**src/mgrs_pkg.sv**
```systemverilog
package mgrs_pkg;
  // ---------------------------------------------------------------
  // register offsets (byte addresses on the wishbone bus)
  // ---------------------------------------------------------------
  localparam logic [7:0] AUX_INPUT_LEVEL_ADDR = 8'h16;
  localparam logic [7:0] FRONT_DAC_LEVEL_ADDR = 8'h18;
  localparam logic [7:0] RECORD_SOURCE_SELECT_ADDR = 8'h1a;
  // selector control registers: each control field sits in its own
  // register word (source three bits, the others one bit) at these byte addresses
  localparam logic [7:0] SELECTOR_SWAP_ADDR = 8'h20;
  localparam logic [7:0] SELECTOR_SOURCE_ADDR = 8'h74;
  localparam logic [7:0] DUAL_CAPTURE_ADDR = 8'h76;
  localparam logic [7:0] SELECTOR_SUM_ADDR = 8'h7a;
  // ---------------------------------------------------------------
  // reset values
  // ---------------------------------------------------------------
  localparam logic [15:0] LEVEL_RESET = 16'h8888;
  localparam logic [15:0] RECORD_SOURCE_RESET = 16'h0000;
  // mixer outputs follow the level default: code 8 is 0 dB
  localparam logic [8:0] ATTEN_RESET = 9'h078;
  // record routing and selector outputs start on the microphone path
  localparam logic [7:0] ROUTE_RESET = 8'h01;
  localparam logic [5:0] SELECTOR_RESET = 6'h01;
  // ---------------------------------------------------------------
  // field layout
  // ---------------------------------------------------------------
  localparam int LEFT_SILENCE_BIT = 15;
  localparam int RIGHT_SILENCE_BIT = 7;
  localparam int LEFT_LEVEL_LSB = 8;
  localparam int RIGHT_LEVEL_LSB = 0;
  localparam int LEFT_SOURCE_LSB = 8;
  localparam int RIGHT_SOURCE_LSB = 0;
  localparam int SWAP_BIT = 8;
  localparam int SOURCE_CHOICE_LSB = 8;
  localparam int DUAL_CAPTURE_BIT = 6;
  localparam int SUM_ENABLE_BIT = 2;
  localparam logic [15:0] LEVEL_MASK = 16'h9f9f;
  localparam logic [15:0] RECORD_SOURCE_MASK = 16'h0707;
  // ---------------------------------------------------------------
  // record source codes
  // ---------------------------------------------------------------
  localparam logic [2:0] REC_SELECTOR = 3'h0;
  localparam logic [2:0] REC_DISC = 3'h1;
  localparam logic [2:0] REC_MUTED = 3'h2;
  localparam logic [2:0] REC_AUX = 3'h3;
  localparam logic [2:0] REC_LINE = 3'h4;
  localparam logic [2:0] REC_STEREO_MIX = 3'h5;
  localparam logic [2:0] REC_MONO_MIX = 3'h6;
  localparam logic [2:0] REC_PHONE = 3'h7;
  // ---------------------------------------------------------------
  // selector input one-hot bits
  // ---------------------------------------------------------------
  localparam int SEL_MIC1 = 0;
  localparam int SEL_MIC2 = 1;
  localparam int SEL_LINE_L = 2;
  localparam int SEL_LINE_R = 3;
  localparam int SEL_CENTER = 4;
  localparam int SEL_SUB = 5;
  // level code figures, in tenths of a dB
  localparam int GAIN_TOP_TENTHS = 120;
  localparam int GAIN_STEP_TENTHS = 15;
endpackage

```
**src/mgrs_top.sv**
```systemverilog
`timescale 1ns/100ps
// What this block does
// aux level register 0x16, fields, reset 0x8888
// front dac level 0x18, same layout
// 5-bit level, 32 steps of -1.5 dB
// code 0 +12dB, 8 0dB, 31 -34.5dB
// mute bit silences channel, independent per side
// aux level never touches record adc gain
// record select 0x1a, bits 10:8 and 2:0
// source codes route inputs per channel
// reset selects code 000 both channels
// source 000: microphones swap, dual, sum
// source 001: line input replaces microphones
// source 01x: center and subwoofer pins
// source 100: mic plus center/subwoofer pairs
// swap at 0x20, other controls 0x74-0x7a
// reserved bits read zero, fields read back
module mgrs_top
(
  input wire logic clk_i,
  input wire logic rst_i,
  // ---------------------------------------------------------------
  // classic wishbone slave
  // ---------------------------------------------------------------
  input wire logic wb_cyc_i,
  input wire logic wb_stb_i,
  input wire logic wb_we_i,
  input wire logic [7:0] wb_adr_i,
  input wire logic [3:0] wb_sel_i,
  input wire logic [31:0] wb_dat_i,
  output logic [31:0] wb_dat_o,
  output logic wb_ack_o,
  output logic wb_err_o,
  // ---------------------------------------------------------------
  // mixer controls: gain in tenths of dB below +12 dB
  // ---------------------------------------------------------------
  output logic aux_left_silence_o,
  output logic aux_right_silence_o,
  output logic [8:0] aux_left_atten_o,
  output logic [8:0] aux_right_atten_o,
  output logic dac_left_silence_o,
  output logic dac_right_silence_o,
  output logic [8:0] dac_left_atten_o,
  output logic [8:0] dac_right_atten_o,
  // ---------------------------------------------------------------
  // record routing: one-hot over the eight record sources
  // ---------------------------------------------------------------
  output logic [7:0] left_record_route_o,
  output logic [7:0] right_record_route_o,
  // selector outputs: mask of summed inputs per side
  output logic [5:0] selector_left_o,
  output logic [5:0] selector_right_o
);

  // ---------------------------------------------------------------
  // register state
  // ---------------------------------------------------------------
  logic [15:0] aux_input_level; // aux mixer level
  logic [15:0] front_dac_level; // front dac mixer level
  logic [15:0] record_source_select; // adc record source
  logic selector_swap; // exchange microphone sides
  logic [2:0] selector_source_choice; // alternate selector pins
  logic dual_capture_enable; // capture both sides at once
  logic selector_sum_enable; // sum both selector sides
  logic req; // a bus cycle is requesting
  logic hit; // the address maps to a register
  logic [15:0] wdata; // write data, low 16 bits of the bus; lanes masked later in merge or by the wb_sel_i checks
  logic [5:0] next_sel_a; // first (left/mic1) selector input
  logic [5:0] next_sel_b; // second (right/mic2) selector input
  logic [5:0] next_sel_left;
  logic [5:0] next_sel_right;

  assign req = wb_cyc_i && wb_stb_i && !wb_ack_o && !wb_err_o;

  // ---------------------------------------------------------------
  // address decode
  // ---------------------------------------------------------------
  always_comb
  begin
    case (wb_adr_i)
      mgrs_pkg::AUX_INPUT_LEVEL_ADDR,
      mgrs_pkg::FRONT_DAC_LEVEL_ADDR,
      mgrs_pkg::RECORD_SOURCE_SELECT_ADDR,
      mgrs_pkg::SELECTOR_SWAP_ADDR,
      mgrs_pkg::SELECTOR_SOURCE_ADDR,
      mgrs_pkg::DUAL_CAPTURE_ADDR,
      mgrs_pkg::SELECTOR_SUM_ADDR: hit = 1'b1;
      default: hit = 1'b0;
    endcase
  end

  // byte lanes 0 and 1 carry the 16-bit registers; a lane not
  // selected keeps its old contents, handled per register below
  assign wdata = wb_dat_i[15:0];

  // ---------------------------------------------------------------
  // bus answer: ack or err one cycle after the request, one cycle
  // ---------------------------------------------------------------
  always_ff @(posedge clk_i)
  begin
    if (rst_i)
    begin
      wb_ack_o <= 1'b0;
      wb_err_o <= 1'b0;
    end
    else
    begin
      wb_ack_o <= req && hit;
      // unmapped address answers with err, nothing stored
      wb_err_o <= req && !hit;
    end
  end

  // ---------------------------------------------------------------
  // byte-lane merge for a 16-bit register
  // ---------------------------------------------------------------
  function automatic logic [15:0] merge
  (
    input logic [15:0] old,
    input logic [15:0] mask
  );
    logic [15:0] m;
    m = {{8{wb_sel_i[1]}}, {8{wb_sel_i[0]}}};
    merge = ((old & ~m) | (wdata & m)) & mask;
  endfunction

  // ---------------------------------------------------------------
  // level registers (aux and front dac)
  // ---------------------------------------------------------------
  always_ff @(posedge clk_i)
  begin
    if (rst_i)
    begin
      aux_input_level <= mgrs_pkg::LEVEL_RESET;
      front_dac_level <= mgrs_pkg::LEVEL_RESET;
    end
    else if (req && wb_we_i)
    begin
      if (wb_adr_i == mgrs_pkg::AUX_INPUT_LEVEL_ADDR)
        aux_input_level <= merge(aux_input_level,
          mgrs_pkg::LEVEL_MASK);
      if (wb_adr_i == mgrs_pkg::FRONT_DAC_LEVEL_ADDR)
        front_dac_level <= merge(front_dac_level,
          mgrs_pkg::LEVEL_MASK);
    end
  end

  // ---------------------------------------------------------------
  // record source register
  // ---------------------------------------------------------------
  always_ff @(posedge clk_i)
  begin
    if (rst_i)
      record_source_select <= mgrs_pkg::RECORD_SOURCE_RESET;
    else if (req && wb_we_i &&
      wb_adr_i == mgrs_pkg::RECORD_SOURCE_SELECT_ADDR)
      record_source_select <= merge(record_source_select,
        mgrs_pkg::RECORD_SOURCE_MASK);
  end

  // ---------------------------------------------------------------
  // microphone selector controls, one field per register word
  // ---------------------------------------------------------------
  always_ff @(posedge clk_i)
  begin
    if (rst_i)
    begin
      selector_swap <= 1'b0;
      selector_source_choice <= 3'h0;
      dual_capture_enable <= 1'b0;
      selector_sum_enable <= 1'b0;
    end
    else if (req && wb_we_i)
    begin
      // fields above bit 7 sit in lane 1, the rest in lane 0
      if (wb_adr_i == mgrs_pkg::SELECTOR_SWAP_ADDR && wb_sel_i[1])
        selector_swap <= wdata[mgrs_pkg::SWAP_BIT];
      if (wb_adr_i == mgrs_pkg::SELECTOR_SOURCE_ADDR && wb_sel_i[1])
        selector_source_choice <=
          wdata[mgrs_pkg::SOURCE_CHOICE_LSB +: 3];
      if (wb_adr_i == mgrs_pkg::DUAL_CAPTURE_ADDR && wb_sel_i[0])
        dual_capture_enable <= wdata[mgrs_pkg::DUAL_CAPTURE_BIT];
      if (wb_adr_i == mgrs_pkg::SELECTOR_SUM_ADDR && wb_sel_i[0])
        selector_sum_enable <= wdata[mgrs_pkg::SUM_ENABLE_BIT];
    end
  end

  // ---------------------------------------------------------------
  // read data, registered with the ack; reserved bits read zero
  // ---------------------------------------------------------------
  always_ff @(posedge clk_i)
  begin
    if (rst_i)
      wb_dat_o <= 32'h0000_0000;
    else if (req)
    begin
      wb_dat_o <= 32'h0000_0000;
      case (wb_adr_i)
        mgrs_pkg::AUX_INPUT_LEVEL_ADDR:
          wb_dat_o[15:0] <= aux_input_level;
        mgrs_pkg::FRONT_DAC_LEVEL_ADDR:
          wb_dat_o[15:0] <= front_dac_level;
        mgrs_pkg::RECORD_SOURCE_SELECT_ADDR:
          wb_dat_o[15:0] <= record_source_select;
        mgrs_pkg::SELECTOR_SWAP_ADDR:
          wb_dat_o[mgrs_pkg::SWAP_BIT] <= selector_swap;
        mgrs_pkg::SELECTOR_SOURCE_ADDR:
          wb_dat_o[mgrs_pkg::SOURCE_CHOICE_LSB +: 3] <=
            selector_source_choice;
        mgrs_pkg::DUAL_CAPTURE_ADDR:
          wb_dat_o[mgrs_pkg::DUAL_CAPTURE_BIT] <= dual_capture_enable;
        mgrs_pkg::SELECTOR_SUM_ADDR:
          wb_dat_o[mgrs_pkg::SUM_ENABLE_BIT] <= selector_sum_enable;
        default: wb_dat_o <= 32'h0000_0000;
      endcase
    end
  end

  // ---------------------------------------------------------------
  // level code to attenuation below +12 dB, tenths of a dB:
  // code 0 -> 0 (+12 dB), 8 -> 120 (0 dB), 31 -> 465 (-34.5 dB)
  // ---------------------------------------------------------------
  function automatic logic [8:0] atten(input logic [4:0] code);
    atten = 9'(code * mgrs_pkg::GAIN_STEP_TENTHS);
  endfunction

  // mixer outputs; mute and level drive separate outputs, and the aux level only
  // reaches the aux mixer path, never the record adc gain
  always_ff @(posedge clk_i)
  begin
    if (rst_i)
    begin
      aux_left_silence_o <= 1'b1;
      aux_right_silence_o <= 1'b1;
      dac_left_silence_o <= 1'b1;
      dac_right_silence_o <= 1'b1;
      aux_left_atten_o <= mgrs_pkg::ATTEN_RESET;
      aux_right_atten_o <= mgrs_pkg::ATTEN_RESET;
      dac_left_atten_o <= mgrs_pkg::ATTEN_RESET;
      dac_right_atten_o <= mgrs_pkg::ATTEN_RESET;
    end
    else
    begin
      aux_left_silence_o <=
        aux_input_level[mgrs_pkg::LEFT_SILENCE_BIT];
      aux_right_silence_o <=
        aux_input_level[mgrs_pkg::RIGHT_SILENCE_BIT];
      dac_left_silence_o <=
        front_dac_level[mgrs_pkg::LEFT_SILENCE_BIT];
      dac_right_silence_o <=
        front_dac_level[mgrs_pkg::RIGHT_SILENCE_BIT];
      aux_left_atten_o <= atten(
        aux_input_level[mgrs_pkg::LEFT_LEVEL_LSB +: 5]);
      aux_right_atten_o <= atten(
        aux_input_level[mgrs_pkg::RIGHT_LEVEL_LSB +: 5]);
      dac_left_atten_o <= atten(
        front_dac_level[mgrs_pkg::LEFT_LEVEL_LSB +: 5]);
      dac_right_atten_o <= atten(
        front_dac_level[mgrs_pkg::RIGHT_LEVEL_LSB +: 5]);
    end
  end

  // ---------------------------------------------------------------
  // record routing: each side decodes its own 3-bit code
  // ---------------------------------------------------------------
  always_ff @(posedge clk_i)
  begin
    if (rst_i)
    begin
      left_record_route_o <= mgrs_pkg::ROUTE_RESET;
      right_record_route_o <= mgrs_pkg::ROUTE_RESET;
    end
    else
    begin
      left_record_route_o <= 8'h01 <<
        record_source_select[mgrs_pkg::LEFT_SOURCE_LSB +: 3];
      right_record_route_o <= 8'h01 <<
        record_source_select[mgrs_pkg::RIGHT_SOURCE_LSB +: 3];
    end
  end

  // ---------------------------------------------------------------
  // selector: pick the two candidate inputs for the source choice
  // ---------------------------------------------------------------
  always_comb
  begin
    next_sel_a = 6'h00;
    next_sel_b = 6'h00;
    next_sel_a[mgrs_pkg::SEL_MIC1] = 1'b1;
    next_sel_b[mgrs_pkg::SEL_MIC2] = 1'b1;
    case (selector_source_choice)
      3'h1:
      begin
        next_sel_a = 6'h01 << mgrs_pkg::SEL_LINE_L;
        next_sel_b = 6'h01 << mgrs_pkg::SEL_LINE_R;
      end
      3'h2, 3'h3:
      begin
        next_sel_a = 6'h01 << mgrs_pkg::SEL_CENTER;
        next_sel_b = 6'h01 << mgrs_pkg::SEL_SUB;
      end
      3'h4:
      begin
        next_sel_a[mgrs_pkg::SEL_CENTER] = 1'b1;
        next_sel_b[mgrs_pkg::SEL_SUB] = 1'b1;
      end
      3'h5:
      begin
        next_sel_a[mgrs_pkg::SEL_LINE_L] = 1'b1;
        next_sel_b[mgrs_pkg::SEL_LINE_R] = 1'b1;
      end
      3'h6:
      begin
        next_sel_a = 6'h00;
        next_sel_b = 6'h00;
        next_sel_a[mgrs_pkg::SEL_LINE_L] = 1'b1;
        next_sel_a[mgrs_pkg::SEL_CENTER] = 1'b1;
        next_sel_b[mgrs_pkg::SEL_LINE_R] = 1'b1;
        next_sel_b[mgrs_pkg::SEL_SUB] = 1'b1;
      end
      3'h7:
      begin
        next_sel_a[mgrs_pkg::SEL_LINE_L] = 1'b1;
        next_sel_a[mgrs_pkg::SEL_CENTER] = 1'b1;
        next_sel_b[mgrs_pkg::SEL_LINE_R] = 1'b1;
        next_sel_b[mgrs_pkg::SEL_SUB] = 1'b1;
      end
      default: // code 0 keeps the microphone pair set above
        next_sel_a[mgrs_pkg::SEL_MIC1] = 1'b1;
    endcase
  end

  // sum, dual capture or single; sum wins over dual capture
  always_comb
  begin
    if (selector_sum_enable)
    begin
      next_sel_left = next_sel_a | next_sel_b;
      next_sel_right = next_sel_a | next_sel_b;
    end
    else if (dual_capture_enable)
    begin
      // swap exchanges the two sides
      next_sel_left = selector_swap ? next_sel_b : next_sel_a;
      next_sel_right = selector_swap ? next_sel_a : next_sel_b;
    end
    else
    begin
      // single source on both sides, swap picks which one
      next_sel_left = selector_swap ? next_sel_b : next_sel_a;
      next_sel_right = next_sel_left;
    end
  end

  always_ff @(posedge clk_i)
  begin
    if (rst_i)
    begin
      selector_left_o <= mgrs_pkg::SELECTOR_RESET;
      selector_right_o <= mgrs_pkg::SELECTOR_RESET;
    end
    else
    begin
      selector_left_o <= next_sel_left;
      selector_right_o <= next_sel_right;
    end
  end

endmodule

```
**config.mk**
```make
export PLATFORM = sky130hd
export DESIGN_NAME = mgrs_top
export DESIGN_NICKNAME = d
export VERILOG_FILES = /design/src/mgrs_pkg.sv /design/src/mgrs_top.sv
export SDC_FILE = /design/constraint.sdc
export NUM_CORES = 1
export LEC_CHECK = 0
export ABC_AREA = 1
export BUFFER_PORTS_ARGS = -buffer_cell sky130_fd_sc_hd__buf_2
export CORE_MARGIN = 5
export CORE_UTILIZATION = 54
export DETAILED_ROUTE_END_ITERATION = 8
export GPL_ROUTABILITY_DRIVEN = 0
export HOLD_SLACK_MARGIN = 0.08
export PLACE_DENSITY = 0.81
export SYNTH_ARGS = -nofsm -noshare
export SYNTH_HDL_FRONTEND = slang
export SYNTH_SLANG_ARGS = --single-unit
```
**constraint.sdc**
```tcl
create_clock -name clk_i -period 3.1 [get_ports clk_i]
set_input_delay 0.31 -clock clk_i [delete_from_list [all_inputs] [get_ports clk_i]]
set_output_delay 0.31 -clock clk_i [all_outputs]
set_load 0.005 [all_outputs]
```
==> metrics.txt <==
CP top delay family adder cells; P_leak 3.80 nW; most area-consuming cells after synthesis dfxtp_1 (39%), ha_1 (9.8%), fa_1 (9.1%); Worst path slowest cell fa_1; flops & latches, synth 119; post-synthesis sequential area ratio 38.8%; antenna violations before repair 0; Worst Tran Pin Value 631 ps; asr flop ratio synth 0%; drt drc 0; WL/cell 13.7 um; Finished Core Util 65.6%; global route total overflow 0; nets@finish 980; H-Tree Depth 4; Buf/Inv on CP 2; DP Wirelength 10,200 um; final wirelength 13,800 um; hold_sp wb_dat_i[3]; first-pass GRT wire length 22,600 um; TritonCTS clock tree yes; fill count 938; cell accounting for the most synthesized area dfxtp_1; FP Rows 39; total number of vias 5,015; Floorplan Core Area 0.0113 sq mm; post-cts sizing count 0; Skew-Pair Late Insertion Delay 420 ps; Yosys warnings 0; total track usage 21.5%; via/cell ratio 4.97; Post-CTS Setup Bufs 0; arrival time at the worst endpoint 3070 ps; f_max 0.360 GHz; drt first pass iters 5; I/O Buffers 110; MaxCap Viol Count 0; startpoint types flop; Design Area, Final 0.00739 sq mm; Final period util 89.5%; share of the synthesized area in the top cell type 38.8%; Critical Path RT 3400 ps; Post-Syn Area 0.00613 sq mm; Post-DRT Antenna Nets 0; clock buffer depth 2; Hold Vio Cnt, Final 0; Worst Clk Skew 8.79 ps; Slew headroom 57.9%; clock slew at the register clock pins of the worst setup and hold paths 60 ps; Slew Limit Fails 0; syn_area_per_cell 8.34 sq um; Primary FF master, synth dfxtp_1; status finished, final reports clean; DIE AREA 0.0136 sq mm; RSZ-0062 raised after global routing false; worst min-delay path category input port to flop; area delta synth->final 20.5%; cts hold-fix bufs 0; chip height 117 um; number of global-route vias before repair 4,795; DP Area 0.00676 sq mm; n_diodes 0; Final min period 2770 ps; Root Buffer Master clkbuf_16; IR drop worst, VDD 0.321 mV; cells along the critical path inv_1, fa_1, fa_1, inv_1, ha_1, a21oi_1, or2_2, nand3_1, o21ai_0, a21oi_1; CP Capture Type flop; Clock Sinks 119; Synth Instances 736; Setup Viol. Count Final 0; total CTS buffers 17; I/O pins 151; number of flops mapped to enable cells by yosys 0; Setup TNS 0 ps; share of layout cells above drive strength 1 20.0%; largest net degree at the start of global routing 30; crit path max fanout 5; starting density of the core 54.4%; die width 117 um; unique cell type count in the Yosys netlist 32; initial DRC count 407; CP peak stage delay 520 ps; PD cells 508 mW/mm^2; crit path kind flop to flop
-- routing by layer --
metal  up-vias  track usage (%)  share of wire (%)
met5         -                0                  0
met4         0             9.86                2.4
met3        31             5.60                6.8
met2       160             35.9                 49
met1      2285             26.0                 42
li1       2539                -                  -
-- cells in the mapped netlist, types with 2 or more instances --
cell type / instances
a21oi_1: 36
buf_1: 2
buf_4: 19
buf_6: 2
clkbuf_1: 9
dfxtp_1: 119
fa_1: 28
ha_1: 48
inv_1: 104
inv_2: 8
nand2_1: 98
nand2_4: 3
nand3_1: 17
nand4_1: 5
nor2_1: 107
nor2_2: 4
nor2_4: 5
nor2_8: 3
nor3_1: 20
o211ai_1: 15
o21ai_0: 39
o21ai_1: 15
o22ai_1: 6
o31ai_1: 2
or2_2: 4
xnor2_1: 9
xor2_1: 4
-- where the power goes --
group / leakage (nW) / switching (W) / internal (W)
clock: 0.307 / 0.000668 / 0.00143
combinational: 2.53 / 0.0000815 / 0.0000349
sequential: 0.961 / 0.00000484 / 0.00154
total: 3.80 / 0.000755 / 0.00300
-- path summary, 6_finish.rpt --
kind | to | slack (ps) | cells after the start
setup / recovery | dac_left_atten_o[7]$_SDFF_PP0_ | 330 | 10
setup reg to reg | dac_left_atten_o[7]$_SDFF_PP0_ | 330 | 10
hold reg to reg | dac_left_silence_o$_SDFF_PP1_ | 450 | 2
hold / removal | flop | 130 | 3
-- layout by cell type, fill, tap and decap left out, types with 19 or more instances in the layout --
| master | synthesis | routed |
|---|---|---|
| nand2_1 | 98 | 98 |
| nor2_1 | 107 | 107 |
| fa_1 | 28 | 28 |
| a21oi_1 | 36 | 36 |
| conb_1 | 1 | 19 |
| dfxtp_1 | 119 | 119 |
| nor3_1 | 20 | 20 |
| inv_1 | 104 | 104 |
| buf_2 | 1 | 110 |
| ha_1 | 48 | 48 |
| o21ai_0 | 39 | 39 |
-- worst register-to-register path, cell delays in order, from the launching register on --
cell and delay (ps):
dfxtp_1 450, inv_1 170, fa_1 510, fa_1 520, inv_1 40, ha_1 350, a21oi_1 200, or2_2 130
nand3_1 70, o21ai_0 160, a21oi_1 60
-- final cells by class --
class / instances / area, sq um / share of cell area (%)
clock inverter: 7 / 141 / 1.91
sequential: 119 / 2380 / 32.2
timing repair buffer: 115 / 588 / 7.96
clock buffer: 24 / 492 / 6.65
inverter: 112 / 420 / 5.69
tap: 143 / 179 / 2.42
multi-input combinational: 490 / 3190 / 43.1
-- stage by stage --
stage          hold WS, ps  power (W)  instances  worst slack (ps)
3_3_place_gp           431    0.00169        979               383
3_5_place_dp           437    0.00169        979               351
5_1_grt                131    0.00388       1010               139
2_1_floorplan          403    0.00166        754               583
6_report               126    0.00375       1010               326
4_1_cts                114    0.00378       1010               318
-- kinds of logic (layout without fill, tap and decap cells) --
group	Yosys count	after routing	share of synthesized area, %
buf+inv	145	258	10.3
simple gates	269	269	20.0
xor+xnor	13	13	1.86
compound gates	113	113	10.0
flops	119	119	38.8
other cells	1	19	0.0611
fa+ha+maj	76	76	18.9
(Power assumes the default switching activity.)
